## src/hdl/clie_defs.svh

```systemverilog
/*
  Constants of the character display instruction executor: field positions,
  reset values, address limits and execution times.
  Assumes a 200 MHz ref_clk; included by the executor files.
*/
`ifndef CLIE_DEFS_SVH
`define CLIE_DEFS_SVH
// clock period and execution times, in ns
`define CLIE_CLK_NS 5
`define CLIE_T_EXEC_NS 26300
`define CLIE_T_CLEAR_NS 1080000
// function set field positions
`define CLIE_FN_BUS8 4
`define CLIE_FN_LINE2 3
`define CLIE_FN_TALL 2
`define CLIE_FN_PAGE 0
// entry mode, display control, shift and bias field positions
`define CLIE_EM_INC 1
`define CLIE_EM_FOLLOW 0
`define CLIE_DC_DISP 2
`define CLIE_DC_CUR 1
`define CLIE_DC_BLINK 0
`define CLIE_SH_SCREEN 3
`define CLIE_SH_RIGHT 2
`define CLIE_BS_BIT 3
// reset values
`define CLIE_RST_BUS8 1'h1
`define CLIE_RST_INC 1'h1
// text memory codes and limits
`define CLIE_SPACE 8'h20
`define CLIE_LINE1_END 7'h27
`define CLIE_LINE2_BEG 7'h40
`define CLIE_LINE2_END 7'h67
`define CLIE_ONE_END 7'h4F
`define CLIE_SHIFT_MAX 6'h27
`define CLIE_FILL_LAST 18'h0007F
`endif

```

## src/hdl/clie_pkg.sv

```systemverilog
/*
  Types of the character display instruction executor.
  Assumes nothing of its surroundings.
*/
package clie_pkg;
  // executor state
  typedef enum logic [1:0] {
    CLIE_IDLE = 2'b00,
    CLIE_EXEC = 2'b01,
    CLIE_CLEAR = 2'b10
  } clie_state_t;
  // memory picked by the latest address set
  typedef enum logic [1:0] {
    CLIE_TEXT = 2'b00,
    CLIE_GLYPH = 2'b01,
    CLIE_ICON = 2'b10
  } clie_sel_t;
endpackage

```

## src/hdl/clie_sync_if.sv

```systemverilog
/*
  Carrier between the pin synchroniser and the executor.
  Assumes one clock domain on the synchroniser side.
*/
`timescale 1ns/1ps
interface clie_sync_if #(parameter int W = 1);
  logic [W-1:0] raw;
  logic [W-1:0] sync;
  modport sync_mp (input raw, output sync);
  modport user_mp (output raw, input sync);
endinterface

```

## src/hdl/clie_top.sv

```systemverilog
/*
  Instruction executor of a character display controller: host byte bus,
  command decode, text/glyph/symbol memories, cursor and display shift.
  Assumes host pins asynchronous to ref_clk (200 MHz), strobe rising edge
  marks one transfer, and data held stable around the strobe.
*/
// Functional notes
// - clear: spaces, address zero, increment mode
// - home: address zero, shift cancelled
// - step direction sets address step sign
// - display follows only on text writes
// - display off blanks, memory kept
// - cursor shown; blink alternates all dots
// - shift moves cursor or display
// - two-line cursor wraps into line two
// - display shift leaves address and memory
// - width bit picks 8 or nibble bus
// - tall one-line text limited to 27H
// - strap high forces normal font
// - page bit picks instruction set
// - glyph address set routes data there
// - text address ranges per line mode
// - status gives busy and address
// - every data access steps address
// - data write goes to selected memory
// - first read without address set invalid
// - bias bit ignored under external bias
// - function set layout, test bit zero
// - top bit set means text address
// - entry mode layout on low bits
// - shift/glyph page zero, bias/symbol page one
`timescale 1ns/1ps
`include "clie_defs.svh"
module clie_top #(
  parameter int unsigned EXEC_CYC = (`CLIE_T_EXEC_NS + `CLIE_CLK_NS - 1) / `CLIE_CLK_NS,
  parameter int unsigned CLEAR_CYC = (`CLIE_T_CLEAR_NS + `CLIE_CLK_NS - 1) / `CLIE_CLK_NS
) (
  input wire logic ref_clk,
  input wire logic rst,
  input wire logic bus_strobe,
  input wire logic register_select_line,
  input wire logic bus_read,
  input wire logic [7:0] bus_din,
  input wire logic instruction_set_strap,
  input wire logic follower_option_a,
  input wire logic follower_option_b,
  output logic [7:0] bus_dout_q,
  output logic bus_dout_oe_q,
  output logic busy_indicator_q,
  output logic [6:0] address_counter_q,
  output logic [5:0] display_shift_q,
  output logic panel_on_q,
  output logic cursor_show_q,
  output logic cursor_all_dots_q,
  output logic bus_width_select_q,
  output logic two_line_q,
  output logic tall_font_q,
  output logic instruction_page_select_q,
  output logic bias_quarter_q,
  output logic entry_inc_q
);
  clie_sync_if #(.W(14)) pins ();
  logic s_strobe, s_rs, s_rd, s_strap, s_opt_a, s_opt_b;
  logic [7:0] s_din;

  // all host pins and straps pass two flops
  assign pins.raw = {bus_strobe, register_select_line, bus_read, bus_din,
                     instruction_set_strap, follower_option_a, follower_option_b};
  assign {s_strobe, s_rs, s_rd, s_din, s_strap, s_opt_a, s_opt_b} = pins.sync;

  clie_sync #(.W(14)) u_sync (
    .ref_clk(ref_clk),
    .rst(rst),
    .port(pins)
  );

  logic [7:0] text_mem [0:127];
  logic [7:0] glyph_mem [0:63];
  logic [7:0] icon_mem [0:15];

  clie_pkg::clie_state_t state_q, state_d;
  clie_pkg::clie_sel_t sel_q, sel_d;
  logic [17:0] cnt_q, cnt_d;
  logic strobe_prev_q, strobe_prev_d, nib_wait_q, nib_wait_d;
  logic [3:0] nib_q, nib_d;
  logic [7:0] rdbuf_q, rdbuf_d, dout_d;
  logic reload_q, reload_d, follow_q, follow_d, disp_q, disp_d;
  logic cur_q, cur_d, blink_q, blink_d, tall_sel_q, tall_sel_d;
  logic bias_sel_q, bias_sel_d, blink_ph_q, blink_ph_d;
  logic [7:0] blink_div_q, blink_div_d;
  logic [6:0] ac_d;
  logic [5:0] shift_d;
  logic busy_d, oe_d, bus8_d, two_d, page_d, inc_d;
  logic edge_s, byte_done, read_first, cmd_acc, wr_acc, rd_acc, stat_rd;
  logic [7:0] byte_v, read_v;
  logic mem_we;
  clie_pkg::clie_sel_t mem_sel;
  logic [6:0] mem_addr;
  logic [7:0] mem_wdata;

  // one step of the address counter with line wrap
  function automatic logic [6:0] step_addr(input logic [6:0] a, input logic up,
                                           input clie_pkg::clie_sel_t s,
                                           input logic two, input logic tall1);
    logic [6:0] r;
    logic [6:0] lim;
    r = up ? a + 7'h01 : a - 7'h01;
    lim = tall1 ? `CLIE_LINE1_END : `CLIE_ONE_END;
    case (s)
      clie_pkg::CLIE_GLYPH: r = {1'b0, r[5:0]};
      clie_pkg::CLIE_ICON: r = {3'h0, r[3:0]};
      default: begin
        if (two) begin
          // line one flows into line two
          if (up && a == `CLIE_LINE1_END) r = `CLIE_LINE2_BEG;
          else if (up && a >= `CLIE_LINE2_END) r = 7'h00;
          else if (!up && a == `CLIE_LINE2_BEG) r = `CLIE_LINE1_END;
          else if (!up && a == 7'h00) r = `CLIE_LINE2_END;
        end else begin
          if (up && a >= lim) r = 7'h00;
          else if (!up && a == 7'h00) r = lim;
        end
      end
    endcase
    return r;
  endfunction

  // rotate the display window by one column
  function automatic logic [5:0] rot_shift(input logic [5:0] s, input logic left);
    logic [5:0] r;
    r = left ? ((s >= `CLIE_SHIFT_MAX) ? 6'h00 : s + 6'h01)
             : ((s == 6'h00) ? `CLIE_SHIFT_MAX : s - 6'h01);
    return r;
  endfunction

  // next values: host transfers, decode, execution timing
  always_comb begin
    state_d = state_q;
    sel_d = sel_q;
    cnt_d = cnt_q;
    nib_wait_d = nib_wait_q;
    nib_d = nib_q;
    rdbuf_d = rdbuf_q;
    dout_d = bus_dout_q;
    reload_d = 1'b0;
    follow_d = follow_q;
    disp_d = disp_q;
    cur_d = cur_q;
    blink_d = blink_q;
    tall_sel_d = tall_sel_q;
    bias_sel_d = bias_sel_q;
    ac_d = address_counter_q;
    shift_d = display_shift_q;
    busy_d = busy_indicator_q;
    bus8_d = bus_width_select_q;
    two_d = two_line_q;
    page_d = instruction_page_select_q;
    inc_d = entry_inc_q;
    mem_we = 1'b0;
    mem_sel = sel_q;
    mem_addr = address_counter_q;
    strobe_prev_d = s_strobe;
    edge_s = s_strobe & ~strobe_prev_q;
    oe_d = s_strobe & s_rd;
    byte_v = bus_width_select_q ? s_din : {nib_q, s_din[7:4]};
    byte_done = edge_s & ~s_rd & (bus_width_select_q | nib_wait_q);
    read_first = edge_s & s_rd & (bus_width_select_q | ~nib_wait_q);
    mem_wdata = byte_v;
    // status word, data reads come from prefetch
    read_v = s_rs ? rdbuf_q : {busy_indicator_q, address_counter_q};
    stat_rd = read_first & ~s_rs;
    // nothing but status is taken while busy
    cmd_acc = byte_done & ~s_rs & ~busy_indicator_q;
    wr_acc = byte_done & s_rs & ~busy_indicator_q;
    rd_acc = read_first & s_rs & ~busy_indicator_q;
    if (edge_s && !bus_width_select_q) begin
      if (s_rd) begin
        nib_wait_d = ~nib_wait_q;
        nib_d = read_v[3:0];
        dout_d = nib_wait_q ? {nib_q, 4'h0} : {read_v[7:4], 4'h0};
      end else begin
        nib_wait_d = ~nib_wait_q;
        nib_d = s_din[7:4];
      end
    end else if (read_first) begin
      dout_d = read_v;
    end
    // execution time count, busy until done
    if (state_q != clie_pkg::CLIE_IDLE) begin
      cnt_d = cnt_q + 18'h00001;
      if (state_q == clie_pkg::CLIE_CLEAR) begin
        if (cnt_q <= `CLIE_FILL_LAST) begin
          mem_we = 1'b1;
          mem_sel = clie_pkg::CLIE_TEXT;
          mem_addr = cnt_q[6:0];
          mem_wdata = `CLIE_SPACE;
        end
        if (cnt_q == 18'(CLEAR_CYC - 1)) begin
          state_d = clie_pkg::CLIE_IDLE;
          busy_d = 1'b0;
        end
      end else if (cnt_q == 18'(EXEC_CYC - 1)) begin
        state_d = clie_pkg::CLIE_IDLE;
        busy_d = 1'b0;
      end
    end
    if (cmd_acc || wr_acc || rd_acc) begin
      state_d = clie_pkg::CLIE_EXEC;
      cnt_d = 18'h00000;
      busy_d = 1'b1;
    end
    // data write into the selected memory
    if (wr_acc) begin
      mem_we = 1'b1;
      if (follow_q && sel_q == clie_pkg::CLIE_TEXT) begin
        shift_d = rot_shift(display_shift_q, entry_inc_q);
      end
    end
    // step after every data access, sign from entry mode
    if (wr_acc || rd_acc) begin
      ac_d = step_addr(address_counter_q, entry_inc_q, sel_q, two_line_q, tall_font_q);
      reload_d = 1'b1;
    end
    if (cmd_acc) begin
      casez (byte_v)
        // text address set, ranges kept by stepping
        8'b1???????: begin
          ac_d = byte_v[6:0];
          sel_d = clie_pkg::CLIE_TEXT;
          reload_d = 1'b1;
        end
        8'b01??????: begin
          // glyph address on page zero, symbol address on page one
          if (!instruction_page_select_q) begin
            ac_d = {1'b0, byte_v[5:0]};
            sel_d = clie_pkg::CLIE_GLYPH;
            reload_d = 1'b1;
          end else if (byte_v[5:4] == 2'h0) begin
            ac_d = {3'h0, byte_v[3:0]};
            sel_d = clie_pkg::CLIE_ICON;
            reload_d = 1'b1;
          end
        end
        8'b001?????: begin
          // function set fields, test bit ignored
          bus8_d = byte_v[`CLIE_FN_BUS8];
          two_d = byte_v[`CLIE_FN_LINE2];
          tall_sel_d = byte_v[`CLIE_FN_TALL];
          page_d = byte_v[`CLIE_FN_PAGE];
          nib_wait_d = 1'b0;
        end
        8'b0001????: begin
          if (instruction_page_select_q) begin
            bias_sel_d = byte_v[`CLIE_BS_BIT];
          end else if (byte_v[`CLIE_SH_SCREEN]) begin
            shift_d = rot_shift(display_shift_q, ~byte_v[`CLIE_SH_RIGHT]);
          end else begin
            ac_d = step_addr(address_counter_q, byte_v[`CLIE_SH_RIGHT],
                             clie_pkg::CLIE_TEXT, two_line_q, tall_font_q);
          end
        end
        8'b00001???: begin
          disp_d = byte_v[`CLIE_DC_DISP];
          cur_d = byte_v[`CLIE_DC_CUR];
          blink_d = byte_v[`CLIE_DC_BLINK];
        end
        8'b000001??: begin
          inc_d = byte_v[`CLIE_EM_INC];
          follow_d = byte_v[`CLIE_EM_FOLLOW];
        end
        8'b0000001?: begin
          ac_d = 7'h00;
          shift_d = 6'h00;
        end
        8'b00000001: begin
          ac_d = 7'h00;
          shift_d = 6'h00;
          inc_d = 1'b1;
          sel_d = clie_pkg::CLIE_TEXT;
          state_d = clie_pkg::CLIE_CLEAR;
        end
        default: begin
          ac_d = address_counter_q;
        end
      endcase
    end
    // prefetch the byte at the counter for the next data read
    if (reload_q) begin
      case (sel_q)
        clie_pkg::CLIE_GLYPH: rdbuf_d = glyph_mem[address_counter_q[5:0]];
        clie_pkg::CLIE_ICON: rdbuf_d = icon_mem[address_counter_q[3:0]];
        default: rdbuf_d = text_mem[address_counter_q];
      endcase
    end
    blink_div_d = blink_div_q + 8'h01;
    blink_ph_d = (blink_div_q == 8'hFF) ? ~blink_ph_q : blink_ph_q;
  end

  // memory write port
  always_ff @(posedge ref_clk) begin
    if (mem_we) begin
      case (mem_sel)
        clie_pkg::CLIE_GLYPH: glyph_mem[mem_addr[5:0]] <= mem_wdata;
        clie_pkg::CLIE_ICON: icon_mem[mem_addr[3:0]] <= mem_wdata;
        default: text_mem[mem_addr] <= mem_wdata;
      endcase
    end
  end

  // state registers and outputs
  always_ff @(posedge ref_clk or posedge rst) begin
    if (rst) begin
      state_q <= clie_pkg::CLIE_IDLE;
      sel_q <= clie_pkg::CLIE_TEXT;
      cnt_q <= 18'h00000;
      strobe_prev_q <= 1'b0;
      nib_wait_q <= 1'b0;
      nib_q <= 4'h0;
      rdbuf_q <= 8'h00;
      reload_q <= 1'b0;
      follow_q <= 1'b0;
      disp_q <= 1'b0;
      cur_q <= 1'b0;
      blink_q <= 1'b0;
      tall_sel_q <= 1'b0;
      bias_sel_q <= 1'b0;
      blink_ph_q <= 1'b0;
      blink_div_q <= 8'h00;
      bus_dout_q <= 8'h00;
      bus_dout_oe_q <= 1'b0;
      busy_indicator_q <= 1'b0;
      address_counter_q <= 7'h00;
      display_shift_q <= 6'h00;
      panel_on_q <= 1'b0;
      cursor_show_q <= 1'b0;
      cursor_all_dots_q <= 1'b0;
      bus_width_select_q <= `CLIE_RST_BUS8;
      two_line_q <= 1'b0;
      tall_font_q <= 1'b0;
      instruction_page_select_q <= 1'b0;
      bias_quarter_q <= 1'b0;
      entry_inc_q <= `CLIE_RST_INC;
    end else begin
      state_q <= state_d;
      sel_q <= sel_d;
      cnt_q <= cnt_d;
      strobe_prev_q <= strobe_prev_d;
      nib_wait_q <= nib_wait_d;
      nib_q <= nib_d;
      rdbuf_q <= rdbuf_d;
      reload_q <= reload_d;
      follow_q <= follow_d;
      disp_q <= disp_d;
      cur_q <= cur_d;
      blink_q <= blink_d;
      tall_sel_q <= tall_sel_d;
      bias_sel_q <= bias_sel_d;
      blink_ph_q <= blink_ph_d;
      blink_div_q <= blink_div_d;
      bus_dout_q <= dout_d;
      bus_dout_oe_q <= oe_d;
      busy_indicator_q <= busy_d;
      address_counter_q <= ac_d;
      display_shift_q <= shift_d;
      panel_on_q <= disp_q;
      cursor_show_q <= disp_q & cur_q;
      cursor_all_dots_q <= disp_q & blink_q & blink_ph_q;
      bus_width_select_q <= bus8_d;
      two_line_q <= two_d;
      // tall font only with strap low and one line
      tall_font_q <= tall_sel_q & ~s_strap & ~two_line_q;
      instruction_page_select_q <= page_d;
      bias_quarter_q <= bias_sel_q & ~(s_opt_a & s_opt_b);
      entry_inc_q <= inc_d;
    end
  end
endmodule

```

## src/hdl/clie_sync.sv

```systemverilog
/*
  Two-stage synchroniser for asynchronous pins, width set by parameter W.
  Assumes ref_clk and an asynchronous active-high rst.
*/
`timescale 1ns/1ps
module clie_sync #(
  parameter int W = 1
) (
  input wire logic ref_clk,
  input wire logic rst,
  clie_sync_if.sync_mp port
);
  logic [W-1:0] meta_q;
  logic [W-1:0] hold_q;

  // first stage feeds only the second
  always_ff @(posedge ref_clk or posedge rst) begin
    if (rst) begin
      meta_q <= '0;
      hold_q <= '0;
    end else begin
      meta_q <= port.raw;
      hold_q <= meta_q;
    end
  end

  assign port.sync = hold_q;
endmodule

```

## config.mk

```make
export PLATFORM = sky130hd
export DESIGN_NAME = clie_top
export DESIGN_NICKNAME = d
export VERILOG_FILES = /design/src/hdl/clie_pkg.sv /design/src/hdl/clie_sync_if.sv /design/src/hdl/clie_top.sv /design/src/hdl/clie_sync.sv
export VERILOG_INCLUDE_DIRS = /design/src /design/src/hdl
export SDC_FILE = /design/constraint.sdc
export NUM_CORES = 2
export LEC_CHECK = 0
export ABC_AREA = 1
export BUFFER_PORTS_ARGS = -buffer_cell sky130_fd_sc_hd__buf_4
export CAP_MARGIN = 5
export CORE_UTILIZATION = 45
export CTS_BUF_LIST = sky130_fd_sc_hd__clkbuf_4 sky130_fd_sc_hd__clkbuf_8
export CTS_CLUSTER_SIZE = 12
export DETAILED_ROUTE_END_ITERATION = 8
export PLACE_DENSITY = 0.64
export SYNTH_ARGS = -nofsm -noshare
export SYNTH_HDL_FRONTEND = slang
export SYNTH_SLANG_ARGS = --single-unit
export TNS_END_PERCENT = 10
```

## constraint.sdc

```tcl
create_clock -name ref_clk -period 16.9 [get_ports ref_clk]
set_input_delay 1.69 -clock ref_clk [delete_from_list [all_inputs] [get_ports ref_clk]]
set_output_delay 1.69 -clock ref_clk [all_outputs]
set_load 0.01 [all_outputs]
```

# == Word level (Yosys, flattened, before mapping) ==
# Memories as Yosys holds them, arrays and structs flattened.
# Index checks and enable logic that the tools add are counted.
# classes
addsub,6
n_lt_le_gt_ge,4
eq_ne,21
n_mux,91
n_bitwise,30
reduce_logical,40
# ops
cell,count
$mux 7,26
$mux 8,9
$mux 6,9
$mux 18,2
$pmux 7 s5,1
$mux 1,25
$mux 2,12
$and 1x1->1,19
$add 18x1->18 const B,1
$eq 18x13->1 const B,1
$eq 18x18->1 const B,1
$le 18x7->1 const B,1
$pmux 8 s2,1
$pmux 7 s2,1
$logic_and 1x1->1,12
$pmux 6 s2,1
$reduce_and 2->1,5
$reduce_bool 2->1,5
$not 1->1,9
$reduce_and 3->1,3
$add 8x1->8 const B,1
$eq 8x1->1 const B,1
$eq 8x8->1 const B,1
$add 7x1->7 const B,1
31 further kinds,44
# word_totals
register_bits,112
ramBits,1664
input_bits,16
out_inout_bits,32
word_cells,227
memories,3
# mem_list
memory,words,word_bits,read_ports,rd_clocked_by_memory_dff,write_ports,line,source
text_mem,128,8,1,0,1,clie_top.sv:77,logic [7:0] text_mem [0:127];
glyph_mem,64,8,1,0,1,clie_top.sv:78,logic [7:0] glyph_mem [0:63];
icon_mem,16,8,1,0,1,clie_top.sv:79,logic [7:0] icon_mem [0:15];

# == Depth between registers and ports, before layout ==
# logic_depth
depth_word,13
ltp_mapped,21
depth_no_buf,16

# == Hierarchy ==
# A second synthesis with hierarchy kept.
# hier_totals
cells_unflattened,7138
hier_area_um2,75427.3
# modules_own_cells
module,n_inst,cells_per_inst,area_each_um2,seq_area_each_um2
clie_top,1,7109,74722.9,52072.4
clie_sync,1,29,704.4,700.7

# == Worst setup path before layout ==
# OpenSTA, ideal clock, no wires.
# synth_path
path_type,reg2reg
startpoint,reg bus_width_select_q
endpoint,"mem glyph_mem[0][2], data pin"
setup_ns,1.170
t_arrival_ns,6.120
required_ns,15.730
slack_ns,9.610
path_stages_with_launch,6
path_buffers,3
synth_period_minus_slack_ns,7.290
cell_sequence,dfstp_2 buf_2 o21ai_1 clkbuf_1 clkbuf_1 nor2_1
# synth_via
elab_chain_cells,4
# synth_lines
element,line,source
from (decl),clie_top.sv:55,"output logic bus_width_select_q,"
from (signal assigned),clie_top.sv:337,bus_width_select_q <= `CLIE_RST_BUS8;
from (signal assigned),clie_top.sv:368,bus_width_select_q <= bus8_d;
$mux 8 (*),clie_top.sv:165,"byte_v = bus_width_select_q ? s_din : {nib_q, s_din[7:4]};"
$mux 8,clie_top.sv:192,if (cnt_q <= `CLIE_FILL_LAST) begin
$mux 8,clie_top.sv:191,if (state_q == clie_pkg::CLIE_CLEAR) begin
$mux 8 (*),clie_top.sv:189,if (state_q != clie_pkg::CLIE_IDLE) begin
via mem_wdata[2],clie_top.sv:99,logic [7:0] mem_wdata;
to (decl),clie_top.sv:78,
# The timed path passes the listed nets; every way through them passes the cells marked *.

# == Worst setup path in the final report ==
# layout_path
startpoint,reg cnt_q[14]
endpoint,"mem text_mem[125][7], data pin"
# layout_via
elab_chain_cells,4
# layout_lines
element,line,source
from (decl),clie_top.sv:83,"logic [17:0] cnt_q, cnt_d;"
from (signal assigned),clie_top.sv:346,cnt_q <= cnt_d;
$le 18x7->1 (no line),n/a,
$mux 8,clie_top.sv:192,
$mux 8,clie_top.sv:191,
$mux 8,clie_top.sv:189,
via mem_wdata[7],clie_top.sv:99,
to (decl),clie_top.sv:77,
# The timed path passes the listed nets, and every way through them passes these cells.

==> flow_summary.ini <==
[detailed_routing]
ant_nets = 0
drtPass1Iterations = 8
wl_um = 210300
post-route-drc-count = 0
dr_total_vias = 53000
wl_per_cell_um = 21.99
viasPerCell = 5.541
drtIter0Drc = 6374

[cells_and_area]
syn_to_final_growth_pct = 10.66
finalInstanceArea_um2 = 83500
fillers = 14560
final_util_pct = 50.38
final_cells = 9564
num-nets-final = 7198
drive_gt1_share_pct = 9.018

[yosys]
synth-edff-count = 1664
synth_top_area_share_pct = 66.22
async_flop_share_pct = 6.306
syn_avg_cell_area_um2 = 10.60
syn_inst = 7119
synth_top_area_cell = edfxtp_1
syn_nets = 7150
synth-seq-cells = 1776
seq_area_frac_synth_pct = 69.94
netlist_area_um2 = 75450
synth_ff_type = edfxtp_1
synth_area_leaders = edfxtp_1 (66%), nand2_1 (9.3%), nor2_1 (6.1%), nand3_1 (4.7%), dfrtp_1 (3.6%)
ys_types = 48
yosys_warnings = 0

[placed_design]
dpl-instance-area_um2 = 77690
place_inst = 9043
place.gp.congestion = 0.9055
dp_hpwl_um = 119400
portBuffers = 47

[sta]
fin_crit_sh_pct = 31.77
slew_viol_final = 0
skew_ps = 69.22
worstMarginPinSlew_ps = 1199
finalHoldViolations = 0
max_freq_mhz = 186.3
setup-violations-final = 0
rsz0062_at_grt = no
relSlewSlack_pct = 20.08
tns_ps = 0
layout_min_cycle_time_ps = 5369
hold_ws_ps = 311.5

[global_routing]
antenna_found_initial = 8
grt.total_usage_pct = 24.64
grt_max_degree = 186
grt_pass1_wl_um = 317100
grt_pass1_vias = 51200
grt.overflow.total = 0

[power]
p_leak_nw = 31.18
p_per_area_nw_per_um2 = 170.8
vdd.ir_drop.worst_mv = 0.1483

[clocking]
cts_buffers = 311
cts_tree = done
clock_latency_ps = 1050
cts.hold.buffers_added = 0
cts_resized = 0
clkTransAtPathRegs_ps = 60
clock-sinks = 1776
postCtsSetupBuffers = 0
clockBufferDepth = 4
root_buffer = clkbuf_8
cts_max_level = 5

[worst_hold_path]
hold_class = flop to flop

[worst_setup_path]
critPathLaunchType = flop
cp.required_ps = 17590
path_class = flop to flop
arrival_ps = 6060
critPathCaptureType = flop
crit_fanout = 80

[floorplanning]
die_y_um = 411.5
die-area_um2 = 169300
rows = 149
core_area_um2 = 165700
io_pins = 48
initial_core_util_pct = 45.53
die_w_um = 411.5

[run]
drv_cap = 0

[run_status]
status = completed
cells by family (layout without fill, tap and decap cells):
logic type | Yosys count | count (layout) | synth area share [%]
buffers and inverters | 730 | 985 | 3.900
adder cells (fa/ha/maj) | 15 | 15 | 0.2487
XOR/XNOR | 18 | 18 | 0.2089
other | 0 | 1 | 0
AND/OR/NAND/NOR | 3877 | 3877 | 20.77
flip-flops | 1776 | 1776 | 69.94
multiplexers | 1 | 1 | 0.01492
AO/OA/AOI/OAI | 702 | 702 | 4.918
synth_stat cells, drive strengths merged, types with 18 or more instances:
cell       n
nand4     20
buf      212
nand3    717
nand2   1870
a21oi     44
o21ai    580
clkbuf   179
o22ai     18
inv      335
nor2    1233
nor3      29
dfrtp    110
o211ai    35
edfxtp  1664
cells in the final DEF (no fill, tap or decap), drive strengths merged, types with 3 or more instances in the layout:
cell | synthesis | final
a21boi | 3 | 3
a21oi | 44 | 44
a31oi | 13 | 13
buf | 212 | 126
bufinv | 0 | 5
clkbuf | 179 | 441
clkinv | 4 | 70
clkinvlp | 0 | 7
dfrtp | 110 | 110
edfxtp | 1664 | 1664
ha | 15 | 15
inv | 335 | 336
nand2 | 1870 | 1870
nand3 | 717 | 717
nand4 | 20 | 20
nor2 | 1233 | 1233
nor3 | 29 | 29
o211ai | 35 | 35
o21ai | 580 | 580
o22ai | 18 | 18
or2 | 3 | 3
xor2 | 16 | 16
registers in the layout, indices dropped and copies added (netlist names), 2 cells and up:
signal             count
glyph_mem            512
display_shift_q        6
address_counter_q      7
bus_dout_q             8
cnt_q                 18
icon_mem             128
u_sync.meta_q         14
text_mem            1024
sel_q                  2
state_q                2
blink_div_q            8
nib_q                  4
rdbuf_q                8
u_sync.port.sync      14
metrics by stage:
| stage | power [mW] | worst slack (ps) |
|---|---|---|
| 6_report | 14.26 | 11530 |
| 5_1_grt | 14.96 | 11320 |
| 4_1_cts | 14.25 | 11630 |
| 3_5_place_dp | 10.47 | 11730 |
| 3_3_place_gp | 10.45 | 11880 |
| 2_1_floorplan | 8.717 | 9610 |
path summary, 6_finish.rpt:
check	startpoint	to	slack, ps	cells after the start
max reg2reg	cnt_q[14]$_DFFE_PP0P_	text_mem[125][7]$_DFFE_PP_	11530	9
min reg2reg	u_sync.meta_q[5]$_DFF_PP0_	u_sync.port.sync[5]$_DFF_PP0_	310	0
min	u_sync.meta_q[5]$_DFF_PP0_	u_sync.port.sync[5]$_DFF_PP0_	310	0
min in group asynchronous	rst	u_sync.port.sync[6]$_DFF_PP0_	700	2
max	cnt_q[14]$_DFFE_PP0P_	text_mem[125][7]$_DFFE_PP_	11530	9
max in group asynchronous	rst	address_counter_q[1]$_DFFE_PP0P_	14740	3
power breakdown:
group,total [mW],switching (mW),internal (mW),leakage (nW)
logic,5.09,3.85,1.24,11.7
registers,5.37,0.116,5.25,16.4
clock network,3.81,1.71,2.09,3.08
critical path, cell delays in order, from the launching register on:
cell and delay (ps):
dfrtp_1 380, inv_1 90, nand3_1 140, nor3_4 70
nand2_1 400, clkinv_1 620, nor2_4 880, buf_4 970
buf_4 630, buf_4 670
area by class of cell:
| cell class | count | area (µm²) | area share (%) |
|---|---|---|---|
| sequential | 1776 | 52790 | 63.22 |
| timing repair buffer | 126 | 1033 | 1.238 |
| tap | 2189 | 2739 | 3.280 |
| clock inverter | 79 | 474.2 | 0.5679 |
| inverter | 339 | 1300 | 1.557 |
| multi-input combinational | 4613 | 19830 | 23.74 |
| antenna | 1 | 2.502 | 0.002997 |
| clock buffer | 441 | 5338 | 6.392 |
per-layer routing:
layer	GRT usage (%)	wire, µm	part of all wire, %
met1	34.43	88270	42
met2	38.33	96140	46
met3	4.575	18400	8.7
met4	9.274	7258	3.5
met5	0	217	0.10
No activity file was read; power rests on OpenSTA's default activity.
